## src/common/cscw_pkg.sv

```systemverilog
// constants for the card status-change irq and window enable block
// assumes byte-wide register port with 12-bit socket-relative address
package cscw_pkg;
  localparam logic [7:0] OFF_FLAGS     = 8'h04;
  localparam logic [7:0] OFF_IRQ_CFG   = 8'h05;
  localparam logic [7:0] OFF_WIN_EN    = 8'h06;
  localparam logic [3:0] SOCKET_PAGE   = 4'h8;
  localparam logic [3:0] LOCAL_PAGE    = 4'h0;
  localparam logic [7:0] REG_RESET     = 8'h00;
  localparam logic [7:0] WIN_EN_WMASK  = 8'hDF;
  localparam logic [3:0] SEL_NONE      = 4'h0;
  localparam logic [3:0] SEL_IRQ1      = 4'h1;
  localparam logic [3:0] SEL_SMI       = 4'h2;
  localparam int         SEL_LSB       = 4;
  localparam int         EN_CD         = 3;
  localparam int         EN_READY      = 2;
  localparam int         EN_BATWARN    = 1;
  localparam int         EN_BATDEAD    = 0;
  localparam int         IOWIN1_BIT    = 7;
  localparam int         IOWIN0_BIT    = 6;
  localparam int         MEMWIN_BITS   = 5;
endpackage : cscw_pkg

```

## src/hdl/cscw_irq_win.sv

```systemverilog
// status-change interrupt routing/masking and address window enables
// assumes card pins are asynchronous; mode bits come from sibling regs
//
// Behaviour
// (RULE1) select field 7:4 routes to none, irq1, smi or irq3..irq15.
// (RULE2) select 0 with diagnostic bit set routes to pci, pci-route ignored.
// (RULE3) select 0 with diagnostic bit clear routes to pci only on pci-route.
// (RULE4) bit 3 lets card-detect changes raise a status change.
// (RULE5) bit 2 lets a ready rising edge raise a status change.
// (RULE6) bit 1 lets a battery warning raise a status change.
// (RULE7) bit 0 lets battery dead or card status signal raise a change.
// (RULE8) both registers reset to zero, masking and disabling everything.
// (RULE9) host cycles to a disabled window are never claimed.
// (RULE10) bits 7 and 6 enable io windows one and zero.
// (RULE11) bits 4..0 enable memory windows four..zero.
// (RULE12) window enable bit 5 always reads zero.
// (RULE13) config at 05h/805h, window enable at 06h/806h.
// (RULE14) disabled flags read zero; clear by read or write-one by mode.
// (RULE15) pci-route set sends status changes to pci interrupts.
// (RULE16) destination asserted while any enabled flag is set.
`timescale 1ns/10ps
module cscw_irq_win
(
  // clock and reset
  input  wire logic        clk,
  input  wire logic        sys_rst,
  // register port
  input  wire logic [11:0] regAddr,
  input  wire logic        regWr,
  input  wire logic        regRd,
  input  wire logic [7:0]  regWrData,
  output logic      [7:0]  regRdData,
  // mode bits from neighbouring registers
  input  wire logic        statusChangePciRoute,
  input  wire logic        diagStatusChange,
  input  wire logic        flagClearByWrite,
  input  wire logic        cardIsIo,
  // card pins, asynchronous
  input  wire logic        cardDetect1N,
  input  wire logic        cardDetect2N,
  input  wire logic        cardReady,
  input  wire logic        batteryWarn,
  input  wire logic        batteryDeadStatus,
  // window decode and claim
  input  wire logic [4:0]  memWinHit,
  input  wire logic [1:0]  ioWinHit,
  output logic      [4:0]  memWinEn,
  output logic      [1:0]  ioWinEn,
  output logic             claimCycle,
  // interrupt destinations
  output logic      [15:0] legacyIrq,
  output logic             smiReq,
  output logic             pciIrqReq
);

  function automatic logic hitsReg(input logic [11:0] a,
                                   input logic [7:0]  off);
    hitsReg = (a == {cscw_pkg::LOCAL_PAGE, off}) ||
              (a == {cscw_pkg::SOCKET_PAGE, off});
  endfunction : hitsReg

  function automatic logic [15:0] selVec(input logic [3:0] sel);
    selVec = 16'h0000;
    if (sel != cscw_pkg::SEL_NONE && sel != cscw_pkg::SEL_SMI)
      selVec[sel] = 1'b1;
  endfunction : selVec

  logic [7:0] irqCfg_q;
  logic [7:0] winEn_q;
  logic [3:0] flags_q;
  logic [3:0] flags_d;
  logic [4:0] pinMeta_q;
  logic [4:0] pinSync_q;
  logic [4:0] pinPrev_q;
  logic [3:0] sel;
  logic [3:0] srcEn;
  logic [3:0] srcSet;
  logic [3:0] flagClr;
  logic [3:0] flagKeep;
  logic       anyFlag;
  logic       wrCfg;
  logic       wrWin;
  logic       wrFlags;
  logic       rdFlags;

  assign wrCfg   = regWr && hitsReg(regAddr, cscw_pkg::OFF_IRQ_CFG); // [RULE13]
  assign wrWin   = regWr && hitsReg(regAddr, cscw_pkg::OFF_WIN_EN);  // [RULE13]
  assign wrFlags = regWr && hitsReg(regAddr, cscw_pkg::OFF_FLAGS);
  assign rdFlags = regRd && hitsReg(regAddr, cscw_pkg::OFF_FLAGS);
  assign sel     = irqCfg_q[cscw_pkg::SEL_LSB +: 4];
  assign srcEn   = irqCfg_q[3:0];
  // io cards hold ready and warning flags at zero, even if set before
  assign flagKeep = cardIsIo ? 4'h9 : 4'hF; // [RULE5] [RULE6]

  // configuration registers
  always_ff @(posedge clk)
  begin
    if (sys_rst)
    begin
      irqCfg_q <= cscw_pkg::REG_RESET; // [RULE8]
      winEn_q  <= cscw_pkg::REG_RESET; // [RULE8]
    end
    else
    begin
      if (wrCfg)
        irqCfg_q <= regWrData;
      if (wrWin)
        winEn_q <= regWrData & cscw_pkg::WIN_EN_WMASK; // [RULE12]
    end
  end

  // pin synchronisers; first stage feeds only the second
  always_ff @(posedge clk)
  begin
    if (sys_rst)
    begin
      pinMeta_q <= 5'h00;
      pinSync_q <= 5'h00;
      pinPrev_q <= 5'h00;
    end
    else
    begin
      pinMeta_q <= {batteryDeadStatus, batteryWarn, cardReady,
                    cardDetect2N, cardDetect1N};
      pinSync_q <= pinMeta_q;
      pinPrev_q <= pinSync_q;
    end
  end

  // event sources; ready and battery warning only mean something on memory
  always_comb
  begin
    srcSet = 4'h0;
    srcSet[cscw_pkg::EN_CD]      = srcEn[cscw_pkg::EN_CD] &&
      (pinSync_q[1:0] != pinPrev_q[1:0]);                     // [RULE4]
    srcSet[cscw_pkg::EN_READY]   = srcEn[cscw_pkg::EN_READY] && !cardIsIo &&
      pinSync_q[2] && !pinPrev_q[2];                          // [RULE5]
    srcSet[cscw_pkg::EN_BATWARN] = srcEn[cscw_pkg::EN_BATWARN] && !cardIsIo &&
      pinSync_q[3];                                           // [RULE6]
    srcSet[cscw_pkg::EN_BATDEAD] = srcEn[cscw_pkg::EN_BATDEAD] &&
      pinSync_q[4];                                           // [RULE7]
  end

  // clear by read or by write-one; a set in the same cycle wins
  always_comb
  begin
    flagClr = 4'h0;
    if (flagClearByWrite && wrFlags)
      flagClr = regWrData[3:0]; // [RULE14]
    else if (!flagClearByWrite && rdFlags)
      flagClr = 4'hF;           // [RULE14]
    flags_d = ((flags_q & ~flagClr) | srcSet) & srcEn & flagKeep; // [RULE14]
  end

  always_ff @(posedge clk)
  begin
    if (sys_rst)
      flags_q <= 4'h0;
    else
      flags_q <= flags_d;
  end

  // read data, one cycle after the strobe
  always_ff @(posedge clk)
  begin
    if (sys_rst)
      regRdData <= 8'h00;
    else if (regRd)
    begin
      if (hitsReg(regAddr, cscw_pkg::OFF_IRQ_CFG))
        regRdData <= irqCfg_q;
      else if (hitsReg(regAddr, cscw_pkg::OFF_WIN_EN))
        regRdData <= winEn_q & cscw_pkg::WIN_EN_WMASK; // [RULE12]
      else if (hitsReg(regAddr, cscw_pkg::OFF_FLAGS))
        regRdData <= {4'h0, flags_q & srcEn};          // [RULE14]
      else
        regRdData <= 8'h00;
    end
  end

  // window enables and cycle claim
  assign memWinEn = winEn_q[cscw_pkg::MEMWIN_BITS-1:0];    // [RULE11]
  assign ioWinEn  = {winEn_q[cscw_pkg::IOWIN1_BIT],
                     winEn_q[cscw_pkg::IOWIN0_BIT]};        // [RULE10]
  assign claimCycle = |(memWinHit & memWinEn) |
                      |(ioWinHit & ioWinEn);               // [RULE9]

  // interrupt destinations, level while any enabled flag is held
  assign anyFlag = |(flags_q & srcEn);

  always_ff @(posedge clk)
  begin
    if (sys_rst)
    begin
      legacyIrq <= 16'h0000;
      smiReq    <= 1'b0;
      pciIrqReq <= 1'b0;
    end
    else
    begin
      // pci route overrides legacy choice; diag bit forces pci when sel=0
      pciIrqReq <= anyFlag && (statusChangePciRoute ||
                   (sel == cscw_pkg::SEL_NONE && diagStatusChange)); // [RULE2] [RULE3] [RULE15] [RULE16]
      smiReq    <= anyFlag && !statusChangePciRoute &&
                   sel == cscw_pkg::SEL_SMI;                         // [RULE1] [RULE16]
      legacyIrq <= (anyFlag && !statusChangePciRoute) ?
                   selVec(sel) : 16'h0000;                           // [RULE1] [RULE15]
    end
  end

  cfg_reset_a: assert property (@(posedge clk)
    $past(sys_rst) |-> irqCfg_q == 8'h00 && winEn_q == 8'h00) // [RULE8]
    else $error("registers not cleared by reset");
  rsvd_zero_a: assert property (@(posedge clk) disable iff (sys_rst)
    $past(regRd) && hitsReg($past(regAddr), cscw_pkg::OFF_WIN_EN)
    |-> !regRdData[5]) // [RULE12]
    else $error("reserved window bit read as one");
  claim_gate_a: assert property (@(posedge clk) disable iff (sys_rst)
    claimCycle |-> |(memWinHit & winEn_q[4:0]) ||
    |(ioWinHit & winEn_q[7:6])) // [RULE9]
    else $error("cycle claimed for disabled window");
  flag_mask_a: assert property (@(posedge clk) disable iff (sys_rst)
    !irqCfg_q[cscw_pkg::EN_CD] |=> !flags_q[cscw_pkg::EN_CD]) // [RULE4]
    else $error("masked card detect flag set");
  ready_edge_a: assert property (@(posedge clk) disable iff (sys_rst)
    srcEn[cscw_pkg::EN_READY] && !cardIsIo && pinSync_q[2] &&
    !pinPrev_q[2] |=> flags_q[cscw_pkg::EN_READY]) // [RULE5]
    else $error("ready rise lost");
  batt_warn_a: assert property (@(posedge clk) disable iff (sys_rst)
    srcEn[1] && !cardIsIo && pinSync_q[3] |=> flags_q[1]) // [RULE6]
    else $error("battery warning lost");
  batt_dead_a: assert property (@(posedge clk) disable iff (sys_rst)
    srcEn[0] && pinSync_q[4] |=> flags_q[0]) // [RULE7]
    else $error("battery dead lost");
  smi_route_a: assert property (@(posedge clk) disable iff (sys_rst)
    anyFlag && !statusChangePciRoute && sel == 4'h2 |=> smiReq) // [RULE1]
    else $error("smi not raised");
  pci_diag_a: assert property (@(posedge clk) disable iff (sys_rst)
    anyFlag && sel == 4'h0 && diagStatusChange |=> pciIrqReq) // [RULE2]
    else $error("diag pci route missing");
  pci_plain_a: assert property (@(posedge clk) disable iff (sys_rst)
    sel == 4'h0 && !diagStatusChange && !statusChangePciRoute
    |=> !pciIrqReq && legacyIrq == 16'h0000) // [RULE3]
    else $error("route with select zero");
  pci_route_a: assert property (@(posedge clk) disable iff (sys_rst)
    anyFlag && statusChangePciRoute |=> pciIrqReq && !smiReq) // [RULE15]
    else $error("pci route ignored");
  irq_drop_a: assert property (@(posedge clk) disable iff (sys_rst)
    !anyFlag |=> legacyIrq == 16'h0000 && !smiReq && !pciIrqReq) // [RULE16]
    else $error("interrupt held with no flag");
  set_wins_a: assert property (@(posedge clk) disable iff (sys_rst)
    (srcSet[0] && rdFlags) |=> flags_q[0]) // [RULE14]
    else $error("set lost to clear");
  cfg_map_a: assert property (@(posedge clk) disable iff (sys_rst)
    regWr && regAddr == 12'h805 |=> irqCfg_q == $past(regWrData)) // [RULE13]
    else $error("config not written at 805h");
  win_map_a: assert property (@(posedge clk) disable iff (sys_rst)
    wrWin |=> ioWinEn[1] == $past(regWrData[7])
    && memWinEn == $past(regWrData[4:0])) // [RULE10] [RULE11]
    else $error("window enable map wrong");
  // more guards on masking, clearing and read-back
  io_win_zero_a: assert property (@(posedge clk) disable iff (sys_rst)
    wrWin |=> ioWinEn[0] == $past(regWrData[6])) // [RULE10]
    else $error("io window zero enable wrong");
  rd_cfg_a: assert property (@(posedge clk) disable iff (sys_rst)
    regRd && hitsReg(regAddr, cscw_pkg::OFF_IRQ_CFG)
    |=> regRdData == $past(irqCfg_q)) // [RULE13]
    else $error("config read back wrong");
  io_mask_a: assert property (@(posedge clk) disable iff (sys_rst)
    cardIsIo |=> !flags_q[cscw_pkg::EN_READY] &&
    !flags_q[cscw_pkg::EN_BATWARN]) // [RULE5] [RULE6]
    else $error("io card ready or warning flag set");
  cd_change_a: assert property (@(posedge clk) disable iff (sys_rst)
    srcEn[cscw_pkg::EN_CD] && pinSync_q[1:0] != pinPrev_q[1:0]
    |=> flags_q[cscw_pkg::EN_CD]) // [RULE4]
    else $error("card detect change lost");
  ready_mask_a: assert property (@(posedge clk) disable iff (sys_rst)
    !srcEn[cscw_pkg::EN_READY] |=> !flags_q[cscw_pkg::EN_READY]) // [RULE5]
    else $error("masked ready flag set");
  warn_mask_a: assert property (@(posedge clk) disable iff (sys_rst)
    !srcEn[cscw_pkg::EN_BATWARN]
    |=> !flags_q[cscw_pkg::EN_BATWARN]) // [RULE6]
    else $error("masked battery warning flag set");
  dead_mask_a: assert property (@(posedge clk) disable iff (sys_rst)
    !srcEn[cscw_pkg::EN_BATDEAD]
    |=> !flags_q[cscw_pkg::EN_BATDEAD]) // [RULE7]
    else $error("masked battery dead flag set");
  wr_clear_a: assert property (@(posedge clk) disable iff (sys_rst)
    flagClearByWrite && wrFlags && regWrData[3] && !srcSet[3]
    |=> !flags_q[3]) // [RULE14]
    else $error("write-one clear missed");
  rd_clear_a: assert property (@(posedge clk) disable iff (sys_rst)
    !flagClearByWrite && rdFlags && srcSet == 4'h0
    |=> flags_q == 4'h0) // [RULE14]
    else $error("read clear missed");
  irq_sel_a: assert property (@(posedge clk) disable iff (sys_rst)
    anyFlag && !statusChangePciRoute
    |=> legacyIrq == selVec($past(sel))) // [RULE1] [RULE16]
    else $error("legacy line does not follow select");
  flag_rsvd_a: assert property (@(posedge clk) disable iff (sys_rst)
    regRd && hitsReg(regAddr, cscw_pkg::OFF_FLAGS)
    |=> regRdData[7:4] == 4'h0) // [RULE14]
    else $error("flag read upper bits set");
  one_dest_a: assert property (@(posedge clk) disable iff (sys_rst)
    $onehot0({pciIrqReq, smiReq, |legacyIrq})) // [RULE1]
    else $error("more than one destination raised");

endmodule : cscw_irq_win

```

## config.mk

```make
export PLATFORM = sky130hd
export DESIGN_NAME = cscw_irq_win
export DESIGN_NICKNAME = d
export VERILOG_FILES = /design/src/common/cscw_pkg.sv /design/src/hdl/cscw_irq_win.sv
export SDC_FILE = /design/constraint.sdc
export NUM_CORES = 1
export LEC_CHECK = 0
export ABC_AREA = 1
export BUFFER_PORTS_ARGS = -buffer_cell sky130_fd_sc_hd__buf_2
export CAP_MARGIN = 20
export CORE_ASPECT_RATIO = 1.75
export CORE_MARGIN = 2
export CORE_UTILIZATION = 50
export DETAILED_ROUTE_END_ITERATION = 7
export GPL_TIMING_DRIVEN = 1
export PLACE_DENSITY = 0.8
export SLEW_MARGIN = 20
export SYNTH_ARGS = -nofsm -noshare
export SYNTH_HDL_FRONTEND = slang
export SYNTH_SLANG_ARGS = --single-unit
```

## constraint.sdc

```tcl
create_clock -name clk -period 1.55 [get_ports clk]
set_input_delay 0.31 -clock clk [delete_from_list [all_inputs] [get_ports clk]]
set_output_delay 0.31 -clock clk [all_outputs]
set_load 0.1 [all_outputs]
```

## Word level (Yosys, flattened, before mapping)

Cells that the tools add are included.

- Flip-flop bits (word level): 58
- Bits of input ports: 40
- Output and inout port bits: 34
- Word-level logic and storage cells: 73

- Magnitude comparators: 2
- Equal/unequal tests: 9
- Mux-type cells: 8
- Bitwise gates (word level): 11
- Reductions and logical operators: 33

Operators with widths:

| operator | count |
|---|---|
| $eq 12x12->1 const B | 3 |
| $eq 12x3->1 const B | 3 |
| $logic_and 1x1->1 | 19 |
| $and 4x4->4 | 4 |
| $mux 8 | 2 |
| $mux 4 | 3 |
| $and 5x5->5 | 1 |
| $lt 4x5->1 const B | 1 |
| $reduce_or 5->1 | 1 |
| $demux 1 s4 | 1 |
| $eq 4x2->1 const B | 1 |
| $ge 4x1->1 const B | 1 |
| $logic_not 1->1 | 4 |
| $logic_not 4->1 | 1 |
| $logic_or 1x1->1 | 4 |
| $ne 4x2->1 const B | 1 |
| $not 4->4 | 1 |
| $or 4x4->4 | 1 |
| $reduce_bool 4->1 | 1 |
| $reduce_or 4->1 | 1 |
| $mux 3 | 1 |
| $reduce_or 3->1 | 1 |
| $and 2x2->2 | 1 |
| $ne 2x2->1 | 1 |
| other kinds (4) | 5 |

## Longest topological paths before layout

- Depth in word-level cells: 11
- Depth in mapped cells: 9

## Least setup slack after synthesis

OpenSTA, ideal clock, no wires.

- Kind: reg-to-output
- Start point: reg winEn_q[3]
- End point: out claimCycle
- Arrival time: 1.989 ns
- Data required time: 1.240 ns
- Setup slack: -0.749 ns
- Stages on the path, launching flop included: 5
- Path buffers: 0
- Cells stage by stage: dfxtp_1 nand2_1 nand2_1 a221oi_1 nand4_1

- Cells in the longest elaborated chain, start to end: 3

Ends and longest elaborated chain:

| what | line | source |
|---|---|---|
| start: declaration | cscw_irq_win.sv:69 | `logic [7:0] winEn_q;` |
| start signal: assignment | cscw_irq_win.sv:101 | `winEn_q <= cscw_pkg::REG_RESET;` |
| start signal: assignment | cscw_irq_win.sv:108 | `winEn_q <= regWrData & cscw_pkg::WIN_EN_WMASK;` |
| $and 5x5->5 | cscw_irq_win.sv:185 | `assign claimCycle = \|(memWinHit & memWinEn) \|` |
| $reduce_or 5->1 | cscw_irq_win.sv:185 |  |
| $or 1x1->1 | cscw_irq_win.sv:186 | `\|(ioWinHit & ioWinEn);` |
| end: declaration | cscw_irq_win.sv:49 | `output logic claimCycle,` |

No other way between the ends.

## Final worst setup path

Ends and elaborated chain as after synthesis.

==> impl_metrics.json <==
{
  "holdWs_ns": 0.1756,
  "yosysTopAreaCellShare_pct": 50.91,
  "grt_overflow_total": 0,
  "dp_slack_ns": -0.01937,
  "grt_pass1_wl_mm": 8.728,
  "drt_wl_total_mm": 5.424,
  "crit_arrival_ns": 1.30,
  "grt_usage_pct": 23.77,
  "p_leak_nw": 1.448,
  "cp_slowest_cell": "dfxtp_4",
  "min_period_over_period_pct": 103.7,
  "cts_made_buffers": 9,
  "place.port_buffers": 72,
  "async_flop_share_pct": 0,
  "ys_types": 28,
  "status": "finished with violations",
  "gp_congestion": 0.8550,
  "clkTransAtPathRegs_ns": 0.06,
  "first_global_vias": 2093,
  "diodes": 0,
  "cpPeakStageDelay_ns": 0.35,
  "finalSetupViolCount": 1,
  "setup_tns_ns": -0.05757,
  "vias_per_cell": 4.944,
  "fin_crit_ns": 1.608,
  "synth_top_flop_cell": "dfxtp_1",
  "irDropWorstVdd_mv": 0.9504,
  "yosysMostFrequentCell": "dfxtp_1",
  "drt-initial-drc-count": 76,
  "clock_path_buffers": 2,
  "p_per_area_nw_per_um2": 1024,
  "drive_gt1_share_pct": 31.84,
  "synth_area_leader_cell": "dfxtp_1",
  "hold_class": "input port to register",
  "antenna_found_initial": 0,
  "crit_path_max_fanout": 2,
  "end_kind": "output port",
  "coreArea_um2": 4404,
  "violations": "negative setup slack",
  "fmax_ghz": 0.6221,
  "finClkSkew_ns": 0.005712,
  "grt_setup_unrepaired": "yes",
  "grt_max_degree": 24,
  "power_mw": 3.026,
  "dp.cells": 416,
  "die_w_um": 55.06,
  "initial_utilization_pct": 51.79,
  "syn2layout_area_growth_pct": 29.51,
  "synth_commonest_cells": "dfxtp_1 (58), inv_1 (49), nor2_1 (42)",
  "clockRootBuffer": "clkbuf_8",
  "dieArea_um2": 5139,
  "avgSynthCellArea_um2": 7.732,
  "critical_path.cell_chain": "nand2_2 -> nand2_2 -> a221oi_2 -> nand4_1 -> buf_8",
  "cp.required_ns": 1.24,
  "ys_warn_count": 0,
  "insertion_delay_ns": 0.33,
  "finalNetCount": 417,
  "cts_tree": "built",
  "worstSetupPathType": "register to output port",
  "dr_total_vias": 2131,
  "antenna_left": 0,
  "fp-row-count": 32,
  "layoutNonFillerInstCount": 431,
  "wl_per_cell_um": 12.58,
  "finish.utilization_pct": 67.07,
  "syn-cell-area_um2": 2281,
  "synth.area.top_cells": "dfxtp_1 (51%), inv_1 (8.1%), nor2_1 (6.9%)",
  "synth_cells": 295,
  "synth_seq_area_share_pct": 50.91,
  "path_common_cell": "nand2_2",
  "hpwlAfterDp_mm": 3.996,
  "die_h_um": 93.35,
  "drcViolationCount": 0,
  "startpoint_type": "register",
  "io_pins": 74,
  "slew_violations": 0,
  "ys_ff_latch": 58,
  "synth-edff-count": 0,
  "final_area_um2": 2954,
  "htreeDepth": 3,
  "finalHoldViolCount": 0,
  "placed_cell_area_um2": 2740,
  "cts_sinks": 58,
  "maxCapViolCount": 0,
  "worst_slack_ns": -0.05757,
  "first_pass_iters": 5
}
==> cells in the final DEF, fill, tap and decap left out, types with 3 or more instances in the layout <==
cell	instances
a21oi_1	24
buf_2	70
buf_4	5
clkbuf_8	11
dfxtp_1	51
dfxtp_2	3
dfxtp_4	4
inv_1	49
inv_2	3
nand2_1	34
nand2_2	4
nand3_1	23
nand3_2	4
nand4_1	6
nor2_1	42
nor2_2	3
o21ai_0	12
o21ai_1	11
==> per-layer routing <==
| metal | up-vias | wire (um) | share of wire, % | GRT usage [%] |
|---|---|---|---|---|
| li1 | 1090 | - | - | - |
| met1 | 962 | 1818 | 34 | 21.29 |
| met2 | 66 | 3189 | 59 | 45.24 |
| met3 | 13 | 297 | 5.5 | 6.550 |
| met4 | 0 | 119 | 2.2 | 10.37 |
| met5 | - | 0 | 0 | 0 |
==> path summary, 6_finish.rpt <==
kind                                    from  slack [ns]  cells after the start            to
worst max register to register   irqCfg_q[1]        0.25                      6  legacyIrq[6]
worst min-delay path               cardReady        0.18                      3  pinMeta_q[2]
worst max-delay path              winEn_q[3]       -0.06                      5    claimCycle
worst min register to register  pinMeta_q[0]        0.40                      2  pinSync_q[0]
==> critical path: cells and delay by family (launching register included) <==
family / cells / cell delay, ns
AOI/OAI and AO/OA: 1 / 0.15
buffers and inverters: 1 / 0.20
DFF: 1 / 0.35
and+or+nand+nor: 3 / 0.26
==> layout make-up <==
cell class	instances	area, um^2
multi-input combinational	178	898.4
timing repair buffer	78	430.4
tap	51	63.81
clock buffer	12	176.4
sequential	58	1180
clock inverter	2	10.01
inverter	52	195.2
fill	404	1450
==> logic make-up (layout without fill, tap and decap cells) <==
kind of cell              Yosys count  count (layout)  share of synthesized area [%]
and+or+nand+nor                   125             125                          26.61
DFF                                58              58                          50.90
other                               1               2                         0.1644
buffers and inverters              60             144                          10.48
AOI/OAI and AO/OA                  49              49                          11.08
xor gates and xnor gates            2               2                         0.7681
==> timing repair <==
action | 4_1_cts | 5_1_grt
hold buffers | 0 | 0
setup buffers | 1 | 0
gates cloned | 0 | 0
gates resized for setup | 6 | 1
endpoints found under the setup margin | 1 | 2
pin swaps | 3 | 1
==> where the power goes <==
part           internal, mW  total [mW]  switching [mW]  leakage (nW)
Clock                 0.740        1.29           0.548        0.0992
Combinational        0.0721       0.224           0.151         0.873
Sequential             1.51        1.51         0.00798         0.476
==> sequential cells by signal, indices dropped and copies added (netlist names) <==
signal     count
regRdData      8
pinMeta_q      5
flags_q        4
pinPrev_q      3
winEn_q        7
smiReq         1
irqCfg_q       8
legacyIrq     16
pinSync_q      5
pciIrqReq      1
Note: power is estimated with default switching activity, not from simulation.
